File: src/verilog/cmw_params.svh
/*
  Constants for the mode, window and status front end: register offsets,
  field positions, reset values and error counter and FIFO thresholds.
  Assumes inclusion by bare name from the design files.
*/
`ifndef CMW_PARAMS_SVH
`define CMW_PARAMS_SVH

// ----------------------------------------------------------------
// Register offsets (byte addresses on the plain register port)
// ----------------------------------------------------------------
`define CMW_ADDR_MODE_WIN    8'h00
`define CMW_ADDR_COMM_STAT   8'h01
`define CMW_ADDR_CTRL_STAT   8'h02
`define CMW_ADDR_CTRL        8'h03
`define CMW_ADDR_IRQ_STAT    8'h04
`define CMW_ADDR_IRQ_MASK    8'h05
`define CMW_ADDR_WIN_BASE    8'h10
`define CMW_WIN_SIZE         5'h10

// ----------------------------------------------------------------
// Field positions
// ----------------------------------------------------------------
`define CMW_ARCH_HI          7
`define CMW_ARCH_LO          6
`define CMW_WM_BIT           5
`define CMW_EWIN_HI          4
`define CMW_CFG_REQ_BIT      7

// ----------------------------------------------------------------
// Reset values
// ----------------------------------------------------------------
`define CMW_MODE_WIN_RESET   8'h10
`define CMW_CTRL_RESET       8'h80
`define CMW_MASK_RESET       8'h00

// ----------------------------------------------------------------
// Thresholds
// ----------------------------------------------------------------
`define CMW_RX_WARN_LOW      8'h5f
`define CMW_RX_WARN_HIGH     8'h7f
`define CMW_TX_WARN_LOW      8'h5f
`define CMW_PASSIVE_LOW      8'h7f
`define CMW_BUS_OFF_LOW      9'h0ff
`define CMW_WM_FREE_HIGH     4'h1
`define CMW_WM_FREE_LOW      4'h4
`define CMW_SHORT_FIFO       4'h4

`endif

File: src/verilog/cmw_pkg.sv
/*
  Types for the mode, window and status front end.
  Assumes nothing beyond a SystemVerilog compiler.
*/
package cmw_pkg;

  // Buffer architecture encodings
  typedef enum logic [1:0] {
    CMW_ARCH_LEGACY = 2'h0,
    CMW_ARCH_ENH_LEGACY = 2'h1,
    CMW_ARCH_FIFO = 2'h2,
    CMW_ARCH_RSVD = 2'h3
  } cmw_arch_type;

  // Register groups reachable through the access window
  typedef enum logic [3:0] {
    CMW_GRP_NONE,
    CMW_GRP_FILT_A,
    CMW_GRP_FILT_B,
    CMW_GRP_MASK_ERR,
    CMW_GRP_TX_DED,
    CMW_GRP_FILT_HI,
    CMW_GRP_RX_IRQ,
    CMW_GRP_RX_BUF,
    CMW_GRP_TXRX_BUF
  } cmw_group_type;

endpackage

File: src/verilog/cmw_window_decode.sv
/*
  Decodes the five-bit window code into a register group and a
  buffer index inside that group.
  Assumes a code that is already forced to zero in legacy mode.
*/
`timescale 1ns/10ps
`default_nettype none

module cmw_window_decode
  import cmw_pkg::*;
(
  input wire logic [4:0] code_in,
  output var cmw_group_type group_out,
  output logic [2:0] index_out,
  output logic mapped_out
);

  // ----------------------------------------------------------------
  // Code to group mapping
  // ----------------------------------------------------------------
  // Group lookup, reserved codes map nothing
  always_comb
  begin
    group_out = CMW_GRP_NONE;
    index_out = 3'h0;
    unique case (code_in)
      5'h00: group_out = CMW_GRP_FILT_A;
      5'h01: group_out = CMW_GRP_FILT_B;
      5'h02: group_out = CMW_GRP_MASK_ERR;
      5'h03, 5'h04, 5'h05:
      begin
        group_out = CMW_GRP_TX_DED;
        index_out = 3'(code_in - 5'h03);
      end
      5'h06, 5'h07, 5'h08, 5'h09:
      begin
        group_out = CMW_GRP_FILT_HI;
        index_out = 3'(code_in - 5'h06);
      end
      5'h0f: group_out = CMW_GRP_RX_IRQ;
      5'h10, 5'h11:
      begin
        group_out = CMW_GRP_RX_BUF;
        index_out = 3'(code_in - 5'h10);
      end
      5'h12, 5'h13, 5'h14, 5'h15, 5'h16, 5'h17:
      begin
        group_out = CMW_GRP_TXRX_BUF;
        index_out = 3'(code_in - 5'h12);
      end
      default: group_out = CMW_GRP_NONE;
    endcase
  end

  assign mapped_out = (group_out != CMW_GRP_NONE);

endmodule
`default_nettype wire

File: src/verilog/cmw_mode_window_status.sv
/*
  Mode select, FIFO watermark, access window and communication status
  front end of an enhanced CAN controller, on a plain register port.
  Assumes the protocol engine supplies error counts, FIFO state,
  overflow events and interrupt codes on the host clock.
*/
// Functional notes
// - Two-bit field selects buffer architecture
// - Mode changes only in configuration mode
// - Watermark picks one or four free buffers
// - Watermark only acts in FIFO mode
// - Short FIFO forces watermark bit set
// - Window field selects banked register group
// - Codes zero, one, six-nine: filters; two: masks, errors
// - Codes three to five: transmit buffers
// - Code 0F receive irq, 10-11 receive buffers
// - Codes 12-17 configurable buffers, others reserved
// - Legacy mode: window field reads zero
// - Controller status register is read-only
// - Legacy overflow flags, clearable, reset zero
// - Receive warning between 96 and 127
// - Extended interrupt code matches window coding
`include "cmw_params.svh"
`timescale 1ns/10ps
`default_nettype none

module cmw_mode_window_status
  import cmw_pkg::*;
(
  input wire logic CLOCK_IN,
  input wire logic RESET_N_IN,
  input wire logic [7:0] ADDR_IN,
  input wire logic [7:0] WDATA_IN,
  input wire logic WR_IN,
  input wire logic RD_IN,
  input wire logic [2:0] OP_MODE_IN,
  input wire logic [4:0] EXT_IRQ_CODE_IN,
  input wire logic [7:0] RX_ERR_COUNT_IN,
  input wire logic [8:0] TX_ERR_COUNT_IN,
  input wire logic [3:0] FIFO_LENGTH_IN,
  input wire logic [3:0] FIFO_FREE_IN,
  input wire logic FIFO_NOT_EMPTY_IN,
  input wire logic RX_BUF0_OVF_IN,
  input wire logic RX_BUF1_OVF_IN,
  input wire logic [7:0] WIN_RDATA_IN,
  output logic [7:0] RDATA_OUT,
  output logic [1:0] BUFFER_ARCH_OUT,
  output logic [4:0] WINDOW_GROUP_OUT,
  output logic [2:0] WINDOW_INDEX_OUT,
  output logic WIN_WR_OUT,
  output logic [3:0] WIN_OFFSET_OUT,
  output logic [7:0] WIN_WDATA_OUT,
  output logic CONFIG_REQ_OUT,
  output logic IRQ_OUT
);

  // ----------------------------------------------------------------
  // State
  // ----------------------------------------------------------------
  logic [7:0] mode_win_reg;
  logic [7:0] mode_win_next;
  logic [7:0] ctrl_reg;
  logic [7:0] ctrl_next;
  logic [1:0] ovf_reg;
  logic [1:0] ovf_next;
  logic [2:0] irq_stat_reg;
  logic [2:0] irq_stat_next;
  logic [2:0] irq_mask_reg;
  logic [2:0] irq_mask_next;
  logic [7:0] rdata_reg;
  logic [7:0] rdata_next;
  logic fifo_level_reg;
  logic irq_reg;
  logic win_wr_reg;
  logic [3:0] win_off_reg;
  logic [7:0] win_wdata_reg;
  logic [4:0] group_reg;
  logic [2:0] index_reg;
  logic [2:0] op_mode_meta_reg;
  logic [2:0] op_mode_sync_reg;

  // ----------------------------------------------------------------
  // Decoding
  // ----------------------------------------------------------------
  // Address decode
  wire sel_mode_win = (ADDR_IN == `CMW_ADDR_MODE_WIN);
  wire sel_comm = (ADDR_IN == `CMW_ADDR_COMM_STAT);
  wire sel_ctrl_stat = (ADDR_IN == `CMW_ADDR_CTRL_STAT);
  wire sel_ctrl = (ADDR_IN == `CMW_ADDR_CTRL);
  wire sel_istat = (ADDR_IN == `CMW_ADDR_IRQ_STAT);
  wire sel_imask = (ADDR_IN == `CMW_ADDR_IRQ_MASK);
  wire sel_win = (ADDR_IN[7:4] == 4'(`CMW_ADDR_WIN_BASE >> 4));

  // Mode and field views
  cmw_arch_type arch;
  assign arch = cmw_arch_type'(mode_win_reg[`CMW_ARCH_HI:`CMW_ARCH_LO]);
  wire is_legacy = (arch == CMW_ARCH_LEGACY);
  wire is_fifo = (arch == CMW_ARCH_FIFO);
  wire in_config = (op_mode_sync_reg == 3'h4);
  wire short_fifo = (FIFO_LENGTH_IN <= `CMW_SHORT_FIFO);
  wire wm_eff = mode_win_reg[`CMW_WM_BIT] | short_fifo;
  wire [4:0] ewin_eff = is_legacy ? 5'h00 : mode_win_reg[`CMW_EWIN_HI:0];
  wire [4:0] ext_code = EXT_IRQ_CODE_IN;

  // Window decode
  cmw_group_type win_group;
  logic [2:0] win_index;
  logic win_mapped;
  cmw_window_decode u_decode (
    .code_in(ewin_eff),
    .group_out(win_group),
    .index_out(win_index),
    .mapped_out(win_mapped)
  );

  // Error states
  wire rx_warn = (RX_ERR_COUNT_IN > `CMW_RX_WARN_LOW) &&
                 (RX_ERR_COUNT_IN <= `CMW_RX_WARN_HIGH);
  wire tx_warn = (TX_ERR_COUNT_IN > {1'b0, `CMW_TX_WARN_LOW}) &&
                 (TX_ERR_COUNT_IN <= {1'b0, `CMW_PASSIVE_LOW});
  wire rx_pass = (RX_ERR_COUNT_IN > `CMW_PASSIVE_LOW);
  wire tx_pass = (TX_ERR_COUNT_IN > {1'b0, `CMW_PASSIVE_LOW});
  wire tx_off = (TX_ERR_COUNT_IN > `CMW_BUS_OFF_LOW);

  // FIFO watermark level and its rising edge
  wire [3:0] wm_thresh = wm_eff ? `CMW_WM_FREE_HIGH : `CMW_WM_FREE_LOW;
  wire fifo_level = is_fifo && (FIFO_FREE_IN <= wm_thresh);
  wire fifo_event = fifo_level & ~fifo_level_reg;

  // Communication status assembly
  wire bit7 = is_legacy ? ovf_reg[0] :
              (is_fifo ? FIFO_NOT_EMPTY_IN : 1'b0);
  wire bit6 = ovf_reg[1];
  wire [7:0] comm_stat = {bit7, bit6, tx_off, tx_pass, rx_pass, tx_warn, rx_warn,
                          rx_warn | tx_warn};

  // Controller status, read-only view of mode and code
  wire [7:0] ctrl_stat = is_legacy ? {op_mode_sync_reg, 1'b0, ext_code[3:1], 1'b0} :
                         {op_mode_sync_reg, ext_code};

  // Read mux
  wire [7:0] mode_win_view = {mode_win_reg[7:6], wm_eff, ewin_eff};
  wire [7:0] win_rd = win_mapped ? WIN_RDATA_IN : 8'h00;
  assign rdata_next = !RD_IN ? 8'h00 :
                      sel_mode_win ? mode_win_view :
                      sel_comm ? comm_stat :
                      sel_ctrl_stat ? ctrl_stat :
                      sel_ctrl ? ctrl_reg :
                      sel_istat ? {5'h00, irq_stat_reg} :
                      sel_imask ? {5'h00, irq_mask_reg} :
                      sel_win ? win_rd : 8'h00;

  // Mode and window register update
  wire wr_mw = WR_IN && sel_mode_win;
  wire [1:0] arch_new = in_config ? WDATA_IN[7:6] : mode_win_reg[7:6];
  assign mode_win_next = wr_mw ? {arch_new, WDATA_IN[5:0]} : mode_win_reg;
  assign ctrl_next = (WR_IN && sel_ctrl) ? WDATA_IN : ctrl_reg;

  // Overflow clear and set; flag 0 shows as status bit 7 in legacy mode only, flag 1 as bit 6
  wire [1:0] ovf_clr = (WR_IN && sel_comm) ? {WDATA_IN[6], WDATA_IN[7]} : 2'h0;
  wire [1:0] ovf_set = {RX_BUF1_OVF_IN, RX_BUF0_OVF_IN};

  // Interrupt events: bit0 overflow, bit1 fifo watermark, bit2 warning
  logic warn_reg;
  wire warn_event = (rx_warn | tx_warn) & ~warn_reg;
  wire [2:0] ev = {warn_event, fifo_event, |ovf_set};
  wire [2:0] istat_clr = (WR_IN && sel_istat) ? WDATA_IN[2:0] : 3'h0;
  assign irq_mask_next = (WR_IN && sel_imask) ? WDATA_IN[2:0] : irq_mask_reg;

  // ----------------------------------------------------------------
  // Sticky flags
  // ----------------------------------------------------------------
  // Overflow flags, one cell per buffer; a set in the clearing cycle wins
  genvar ovf_bit;
  generate
    for (ovf_bit = 0; ovf_bit < 2; ovf_bit++)
    begin : g_ovf
      assign ovf_next[ovf_bit] = (ovf_reg[ovf_bit] & ~ovf_clr[ovf_bit]) |
                                 ovf_set[ovf_bit];
    end
  endgenerate

  // Interrupt status, one cell per event; a set in the clearing cycle wins
  genvar ist_bit;
  generate
    for (ist_bit = 0; ist_bit < 3; ist_bit++)
    begin : g_istat
      assign irq_stat_next[ist_bit] = (irq_stat_reg[ist_bit] & ~istat_clr[ist_bit]) |
                                      ev[ist_bit];
    end
  endgenerate

  // ----------------------------------------------------------------
  // Registers
  // ----------------------------------------------------------------
  // Operation mode synchroniser
  always_ff @(posedge CLOCK_IN or negedge RESET_N_IN)
  begin
    if (!RESET_N_IN)
    begin
      op_mode_meta_reg <= 3'h0;
      op_mode_sync_reg <= 3'h0;
    end
    else
    begin
      op_mode_meta_reg <= OP_MODE_IN;
      op_mode_sync_reg <= op_mode_meta_reg;
    end
  end

  // Mode, window and control registers
  always_ff @(posedge CLOCK_IN or negedge RESET_N_IN)
  begin
    if (!RESET_N_IN)
    begin
      mode_win_reg <= `CMW_MODE_WIN_RESET;
      ctrl_reg <= `CMW_CTRL_RESET;
    end
    else
    begin
      mode_win_reg <= mode_win_next;
      ctrl_reg <= ctrl_next;
    end
  end

  // Sticky flags and interrupt mask
  always_ff @(posedge CLOCK_IN or negedge RESET_N_IN)
  begin
    if (!RESET_N_IN)
    begin
      ovf_reg <= 2'h0;
      irq_stat_reg <= 3'h0;
      irq_mask_reg <= 3'(`CMW_MASK_RESET);
    end
    else
    begin
      ovf_reg <= ovf_next;
      irq_stat_reg <= irq_stat_next;
      irq_mask_reg <= irq_mask_next;
    end
  end

  // Level history for the rising-edge events
  always_ff @(posedge CLOCK_IN or negedge RESET_N_IN)
  begin
    if (!RESET_N_IN)
    begin
      fifo_level_reg <= 1'b0;
      warn_reg <= 1'b0;
    end
    else
    begin
      fifo_level_reg <= fifo_level;
      warn_reg <= rx_warn | tx_warn;
    end
  end

  // Read data and interrupt output
  always_ff @(posedge CLOCK_IN or negedge RESET_N_IN)
  begin
    if (!RESET_N_IN)
    begin
      rdata_reg <= 8'h00;
      irq_reg <= 1'b0;
    end
    else
    begin
      rdata_reg <= rdata_next;
      irq_reg <= |(irq_stat_next & irq_mask_next);
    end
  end

  // Window access strobes toward the banked registers
  always_ff @(posedge CLOCK_IN or negedge RESET_N_IN)
  begin
    if (!RESET_N_IN)
    begin
      win_wr_reg <= 1'b0;
      win_off_reg <= 4'h0;
      win_wdata_reg <= 8'h00;
      group_reg <= 5'h00;
      index_reg <= 3'h0;
    end
    else
    begin
      win_wr_reg <= WR_IN && sel_win && win_mapped;
      win_off_reg <= ADDR_IN[3:0];
      win_wdata_reg <= WDATA_IN;
      group_reg <= 5'(win_group);
      index_reg <= win_index;
    end
  end

  // ----------------------------------------------------------------
  // Outputs
  // ----------------------------------------------------------------
  assign RDATA_OUT = rdata_reg;
  assign BUFFER_ARCH_OUT = mode_win_reg[7:6];
  assign WINDOW_GROUP_OUT = group_reg;
  assign WINDOW_INDEX_OUT = index_reg;
  assign WIN_WR_OUT = win_wr_reg;
  assign WIN_OFFSET_OUT = win_off_reg;
  assign WIN_WDATA_OUT = win_wdata_reg;
  assign CONFIG_REQ_OUT = ctrl_reg[`CMW_CFG_REQ_BIT];
  assign IRQ_OUT = irq_reg;

endmodule
`default_nettype wire

File: config.mk
export PLATFORM = sky130hd
export DESIGN_NAME = cmw_mode_window_status
export DESIGN_NICKNAME = d
export VERILOG_FILES = /design/src/verilog/cmw_pkg.sv /design/src/verilog/cmw_window_decode.sv /design/src/verilog/cmw_mode_window_status.sv
export VERILOG_INCLUDE_DIRS = /design/src /design/src/verilog
export SDC_FILE = /design/constraint.sdc
export NUM_CORES = 1
export LEC_CHECK = 0
export CORE_ASPECT_RATIO = 1.4
export CORE_MARGIN = 3
export CORE_UTILIZATION = 35
export CTS_BUF_LIST = sky130_fd_sc_hd__clkbuf_16
export CTS_CLUSTER_SIZE = 28
export DETAILED_ROUTE_END_ITERATION = 10
export DONT_BUFFER_PORTS = 1
export PLACE_DENSITY = 0.52
export SYNTH_ARGS = -nofsm -noshare
export SYNTH_HDL_FRONTEND = slang
export SYNTH_SLANG_ARGS = --single-unit
File: constraint.sdc
create_clock -name CLOCK_IN -period 2 [get_ports CLOCK_IN]
set_input_delay 0.1 -clock CLOCK_IN [delete_from_list [all_inputs] [get_ports CLOCK_IN]]
set_output_delay 0.1 -clock CLOCK_IN [all_outputs]
set_load 0.1 [all_outputs]
Yosys cells after proc, flatten, opt, wreduce, memory -nomap -nowiden
Index checks and enable logic that the tools add are counted.
W data, S select, Z words.
{"block": "totals", "in_bits": 64, "output_inout_bits": 33, "ff_bits": 61, "elab_cells": 118}
{"block": "op_classes", "n_reduce_logical": 21, "n_bitwise": 22, "n_mux": 19, "magnitude_cmp": 9, "n_eq_ne": 26, "n_addsub": 4}
{"operator": "$mux W8", "count": 9}
{"operator": "$eq A5 B5 Y1 const B", "count": 8}
{"operator": "$pmux W4 S8", "count": 1}
{"operator": "$eq A5 B3 Y1 const B", "count": 4}
{"operator": "$gt A9 B7 Y1 const B", "count": 2}
{"operator": "$eq A8 B2 Y1 const B", "count": 2}
{"operator": "$eq A8 B3 Y1 const B", "count": 2}
{"operator": "$gt A8 B7 Y1 const B", "count": 2}
{"operator": "$eq A5 B4 Y1 const B", "count": 3}
{"operator": "$pmux W3 S4", "count": 1}
{"operator": "$eq A5 B2 Y1 const B", "count": 2}
{"operator": "$logic_and A1 B1 Y1", "count": 10}
{"operator": "$mux W5", "count": 2}
{"operator": "$gt A9 B8 Y1 const B", "count": 1}
{"operator": "$le A9 B7 Y1 const B", "count": 1}
{"operator": "$mux W3", "count": 3}
{"operator": "$eq A8 B1 Y1 const B", "count": 1}
{"operator": "$le A8 B7 Y1 const B", "count": 1}
{"operator": "$logic_not A8 Y1", "count": 1}
{"operator": "$and A1 B1 Y1", "count": 7}
{"operator": "$not A1 Y1", "count": 7}
{"operator": "$or A1 B1 Y1", "count": 7}
{"operator": "$reduce_or A3 Y1", "count": 2}
{"operator": "$reduce_or A6 Y1", "count": 1}
{"operator": "other kinds (18)", "count": 21}

Logic depth before layout (Yosys ltp)
{"block": "logic_depth", "word_depth": 15, "ltp_mapped": 8, "mapped_depth_nobuf": 8}

Hierarchy
Synthesis repeated with hierarchy kept, for this count alone.
{"block": "unflattened", "hier_cells": 278, "hier_area_um2": 3020.4}
{"mod": "cmw_mode_window_status", "cells_per_inst": 219, "seq_area_each_um2": 1529.0, "area_per_inst_um2": 2641.3, "n_inst": 1}
{"mod": "cmw_window_decode", "cells_per_inst": 59, "seq_area_each_um2": 0.0, "area_per_inst_um2": 379.1, "n_inst": 1}

Least setup slack after synthesis
No wires, ideal clock.
{"block": "synth_path", "path_type": "reg-to-reg", "start": "register mode_win_reg[6]", "end": "register rdata_reg[3], in the netlist RDATA_OUT[3]", "setup_slack_ns": 0.243, "arrival_time_ns": 1.631, "required_ns": 1.875, "synth_period_minus_slack_ns": 1.757, "path_stages_with_launch": 6, "path_cell_list": "dfrtp_1 -> or2_2 -> clkbuf_1 -> a31oi_2 -> a21oi_1 -> a2111oi_0"}
{"block": "synth_between", "elab_chain_len": 15}
{"element": "start: declaration", "line_no": "cmw_mode_window_status.sv:60", "source": "logic [7:0] mode_win_reg;"}
{"element": "start signal: assignment", "line_no": "cmw_mode_window_status.sv:216", "source": "mode_win_reg <= `CMW_MODE_WIN_RESET;"}
{"element": "start signal: assignment", "line_no": "cmw_mode_window_status.sv:221", "source": "mode_win_reg <= mode_win_next;"}
{"element": "$logic_not A2 Y1 (*)", "line_no": "cmw_mode_window_status.sv:97", "source": "wire is_legacy = (arch == CMW_ARCH_LEGACY);"}
{"element": "$mux W5 (*)", "line_no": "cmw_mode_window_status.sv:102", "source": "wire [4:0] ewin_eff = is_legacy ? 5'h00 : mode_win_reg[`CMW_EWIN_HI:0];"}
{"element": "$eq A5 B5 Y1 (tied with other cells)", "line_no": "cmw_window_decode.sv:26", "source": "unique case (code_in)"}
{"element": "$reduce_or A6 Y1 (tied with other cells)", "line_no": "cmw_window_decode.sv:26"}
{"element": "$pmux W4 S8", "line_no": "cmw_window_decode.sv:26"}
{"element": "$reduce_bool A4 Y1", "line_no": "cmw_window_decode.sv:55", "source": "assign mapped_out = (group_out != CMW_GRP_NONE);"}
{"element": "$mux W8", "line_no": "cmw_mode_window_status.sv:143", "source": "wire [7:0] win_rd = win_mapped ? WIN_RDATA_IN : 8'h00;"}
{"element": "$mux W8", "line_no": "cmw_mode_window_status.sv:151", "source": "sel_win ? win_rd : 8'h00;"}
{"element": "$mux W8", "line_no": "cmw_mode_window_status.sv:150", "source": "sel_imask ? {5'h00, irq_mask_reg} :"}
{"element": "$mux W8", "line_no": "cmw_mode_window_status.sv:149", "source": "sel_istat ? {5'h00, irq_stat_reg} :"}
{"element": "$mux W8", "line_no": "cmw_mode_window_status.sv:148", "source": "sel_ctrl ? ctrl_reg :"}
{"element": "$mux W8", "line_no": "cmw_mode_window_status.sv:147", "source": "sel_ctrl_stat ? ctrl_stat :"}
{"element": "$mux W8", "line_no": "cmw_mode_window_status.sv:146", "source": "sel_comm ? comm_stat :"}
{"element": "$mux W8 (*)", "line_no": "cmw_mode_window_status.sv:145", "source": "sel_mode_win ? mode_win_view :"}
{"element": "$mux W8 (*)", "line_no": "cmw_mode_window_status.sv:144", "source": "assign rdata_next = !RD_IN ? 8'h00 :"}
{"element": "via rdata_next[3]", "line_no": "cmw_mode_window_status.sv:71", "source": "logic [7:0] rdata_next;"}
{"element": "end signal: assignment", "line_no": "cmw_mode_window_status.sv:268", "source": "rdata_reg <= rdata_next;"}
{"element": "end: declaration", "line_no": "cmw_mode_window_status.sv:70", "source": "logic [7:0] rdata_reg;"}
The timed path passes the listed nets; every way through them passes the cells marked *.
A chain may end at the register's enable or synchronous reset.

Final worst setup path
{"block": "layout_path", "start": "register mode_win_reg[1]", "end": "register rdata_reg[6], in the netlist RDATA_OUT[6]"}
{"block": "layout_between", "elab_chain_len": 14}
{"element": "$mux W5 (*)", "line_no": "cmw_mode_window_status.sv:102"}
{"element": "$eq A5 B5 Y1 (tied with other cells)", "line_no": "cmw_window_decode.sv:26"}
{"element": "$reduce_or A6 Y1 (tied with other cells)", "line_no": "cmw_window_decode.sv:26"}
{"element": "$pmux W4 S8 (*)", "line_no": "cmw_window_decode.sv:26"}
{"element": "$reduce_bool A4 Y1 (*)", "line_no": "cmw_window_decode.sv:55"}
{"element": "$mux W8 (*)", "line_no": "cmw_mode_window_status.sv:143"}
{"element": "$mux W8 (*)", "line_no": "cmw_mode_window_status.sv:151"}
{"element": "$mux W8 (*)", "line_no": "cmw_mode_window_status.sv:150"}
{"element": "$mux W8 (*)", "line_no": "cmw_mode_window_status.sv:149"}
{"element": "$mux W8 (*)", "line_no": "cmw_mode_window_status.sv:148"}
{"element": "$mux W8 (*)", "line_no": "cmw_mode_window_status.sv:147"}
{"element": "$mux W8 (*)", "line_no": "cmw_mode_window_status.sv:146"}
{"element": "$mux W8 (*)", "line_no": "cmw_mode_window_status.sv:145"}
{"element": "$mux W8 (*)", "line_no": "cmw_mode_window_status.sv:144"}
{"element": "via rdata_next[6]", "line_no": "cmw_mode_window_status.sv:71"}
Marks and branches as above.

==> flow_summary_export.csv <==
group,metric,value,unit
worst_setup_path,cpPeakStageDelay,0.36,ns
global_route,grt_pass1_wl,12.0,mm
sta,fmax,554,MHz
route,wl_per_cell,17.7,um
pwr,p_sw_share,24.3,%
sta,period_minus_slack,1.80,ns
sta,finalHoldViolCount,0,
sta,tns,0,ns
synth,ys_async_sr_fraction,100,%
route,wl,7.39,mm
floorplan,dieArea,0.00909,mm^2
route,ant_nets,0,
pwr,internal-power,0.00248,W
pwr,clkPwrFrac,48.0,%
synth,synth_edf_count,0,
status,outcome,"completed",
synth,syn_area,0.00279,mm^2
sta,finalCritPeriodShare,90.2,%
place,place.port_buffers,0,
floorplan,die_y,112,um
worst_hold_path,worstHoldPathCells,2,
synth,syn_avg_cell_area,11.2,um^2
floorplan,fp.coreArea,0.00755,mm^2
worst_setup_path,worstSetupPathType,"flip-flop to flip-flop",
worst_setup_path,start_kind,"flip-flop",
cells_and_area,fillCellCount,673,
synth,ys_warn_count,0,
cells_and_area,antenna_cells,0,
clocking,cts_buffers,9,
worst_setup_path,reg2reg_to,"RDATA_OUT[6]",
pwr,seqPwrFrac,39.6,%
pwr,p_leak,1.74,nW
worst_setup_path,r2r-start,"mode_win_reg[1]",
flow_run,max_cap_violations,0,
place,place_congestion,0.821,
synth,ys_ff_latch,61,
worst_setup_path,rrSetupSlack,0.20,ns
pwr,p_switching,0.000799,W
worst_setup_path,arrival,2.00,ns
cells_and_area,nets,381,
route,drcViolationCount,0,
cells_and_area,drive_gt1_share,25.3,%
synth,ys.flop_type,"dfrtp_1",
worst_setup_path,crit_path_top_delay_cell,"dfrtp_1",
sta,rsz0062_at_grt,"false",
worst_hold_path,holdPathEnd,"fifo_level_reg",
route,drt_iter0_markers,113,
worst_setup_path,endpoint_kind,"flip-flop",
global_route,grt_pass1_vias,2255,
synth,seq_area_frac_synth,54.8,%
worst_setup_path,r2r_cells,6,
clocking,tritoncts,"yes",
global_route,grt_use_total,17.6,%
clocking,clkTransAtPathRegs,0.05,ns
synth,synthCells,250,
floorplan,dieWidth,81.4,um
pwr,peakVddDrop,0.000595,V
worst_setup_path,path_cells,"or2_2 -> a21o_1 -> a31oi_2 -> buf_4 -> a21oi_1 -> a2111oi_0",
sta,finalSetupViolations,0,
route,avgViaCountPerCell,5.17,
route,drtPass1Iterations,5,
global_route,grt_max_degree,62,
cells_and_area,area_growth,34.1,%
clocking,clock-sinks,61,
clocking,clock_latency,0.33,ns
clocking,cts-root-buf,"clkbuf_16",
worst_setup_path,critPathMaxFanout,9,
place,hpwl,5.40,mm
synth,syn_nets,316,
cells_and_area,final_cells,417,
pwr,powerDensity,878,mW/mm^2
global_route,gr-total-overflow,0,
floorplan,start_util,37.0,%
clocking,cts_buffer_depth,2,
sta,drv_slew,0,
route,via_count,2156,
synth,synth_cell_type_count,52,
global_route,antenna_found_initial,0,
worst_setup_path,worstPathRequired,2.19,ns
worst_hold_path,worstHoldPathType,"primary input to flip-flop",
floorplan,ios,97,
sta,skew,0.00631,ns
worst_hold_path,min_from,"FIFO_FREE_IN[3]",
clocking,htree_levels,3,
clocking,post_cts_buffers,0,
floorplan,rows,37,
place,dp_cells,375,
pwr,combPwrFrac,12.4,%
[synthesized netlist by cell type (all sizes together), types with 2 or more instances]
cell	count	share of area, %
dfrtp	59	53
o21ai	7	1.3
a22oi	2	0.54
ha	2	0.90
nand2b	7	1.6
nor2	14	1.9
a21o	4	1.1
or3	2	0.45
mux2i	12	4.3
inv	13	1.7
mux2	17	7.1
nand4	2	0.45
a31oi	3	0.90
o221ai	3	0.94
nor2b	2	0.45
o22a	2	0.63
nor3	6	1.5
a211oi	3	0.81
or2	2	0.45
buf	4	1.2
a221oi	2	0.63
and3	4	0.90
o22ai	6	1.3
dfstp	2	1.9
a21oi	17	3.1
a32oi	2	0.63
a2111oi	2	0.63
clkbuf	10	1.3
nand2	18	2.4
nand3	4	1.2
[stage by stage]
step	power [W]	worst slack (ns)	area (um^2)	hold slack (ns)	utilization [%]
CTS	0.00331	0.159	3740	0.00394	49.5
floorplan	0.00159	0.243	2790	-0.196	-
global route	0.00340	0.0202	3740	0.0210	49.6
detailed placement	0.00165	0.172	3150	-0.193	41.8
finish	0.00328	0.195	3740	0.00835	49.6
global placement	0.00164	0.160	3150	-0.193	41.8
[power groups by stage]
stage	Sequential (W)	Clock [W]	Combinational, W
4_1_cts	0.00130	0.00160	0.000408
5_1_grt	0.00130	0.00166	0.000437
3_5_place_dp	0.00132	0	0.000327
2_1_floorplan	0.00145	0	0.000140
3_3_place_gp	0.00132	0	0.000324
6_report	0.00130	0.00158	0.000407
[logic make-up after synthesis]
kind of cell / count (synthesis) / synth area share (%)
other cells: 1 / 0.134
flops: 61 / 54.8
simple gates: 69 / 13.7
mux: 29 / 11.4
fa+ha+maj: 2 / 0.897
buf+inv: 27 / 4.31
compound gates: 61 / 14.7
[worst max-delay path, delay by kind of cell (launching register included)]
kind | cells | cell delay (ns)
compound gates | 4 | 0.77
buf+inv | 1 | 0.19
simple gates | 1 | 0.34
flops | 1 | 0.36
[final cells by class]
cell class	instances	area [um^2]	area share (%)
sequential	61	1530	40.9
multi-input combinational	162	1140	30.5
timing repair buffer	68	593	15.9
clock buffer	9	225	6.02
tap	97	121	3.25
clock inverter	7	81.3	2.17
inverter	13	48.8	1.30
[placed cells by master (no fill, tap or decap), types with 3 or more instances in the layout]
| cell type | netlist | final |
|---|---|---|
| nor2_1 | 14 | 14 |
| dfrtp_1 | 59 | 59 |
| and3_1 | 4 | 4 |
| nand2b_1 | 7 | 7 |
| o221ai_1 | 3 | 3 |
| inv_1 | 13 | 14 |
| clkbuf_16 | 0 | 9 |
| nand3_1 | 3 | 3 |
| a211oi_1 | 3 | 3 |
| mux2_2 | 15 | 15 |
| nand2_1 | 18 | 18 |
| nor3_1 | 5 | 5 |
| a21o_1 | 4 | 4 |
| o22ai_1 | 6 | 6 |
| mux2i_1 | 12 | 12 |
| buf_4 | 3 | 42 |
| o21ai_0 | 7 | 7 |
| a21oi_1 | 17 | 17 |
| dlygate4sd3_1 | 0 | 25 |
[how the worst max path moves through the flow]
stage	from	end	slack, ns	depth (start not counted)
CTS	mode_win_reg[5]	IRQ_OUT	0.16	6
global placement	mode_win_reg[1]	RDATA_OUT[6]	0.16	6
global route	mode_win_reg[1]	RDATA_OUT[3]	0.02	6
finish	mode_win_reg[1]	RDATA_OUT[6]	0.20	6
detailed placement	mode_win_reg[5]	IRQ_OUT	0.17	6
floorplan	mode_win_reg[6]	RDATA_OUT[3]	0.24	5
[per-layer routing]
metal | routed length [um] | up-vias | global-route usage (%)
li1 | - | 1030 | -
met1 | 2860 | 1025 | 20.9
met2 | 3710 | 82 | 27.9
met3 | 580 | 19 | 6.47
met4 | 233 | 0 | 7.89
met5 | 0 | - | 0
[timing repair]
| action | in CTS | in global routing |
|---|---|---|
| hold endpoints to repair | 106 | 0 |
| gates resized for setup | 0 | 1 |
| hold buffers | 26 | 0 |
| setup endpoints to repair | 0 | 1 |
Power figures use the tool's default switching activity.
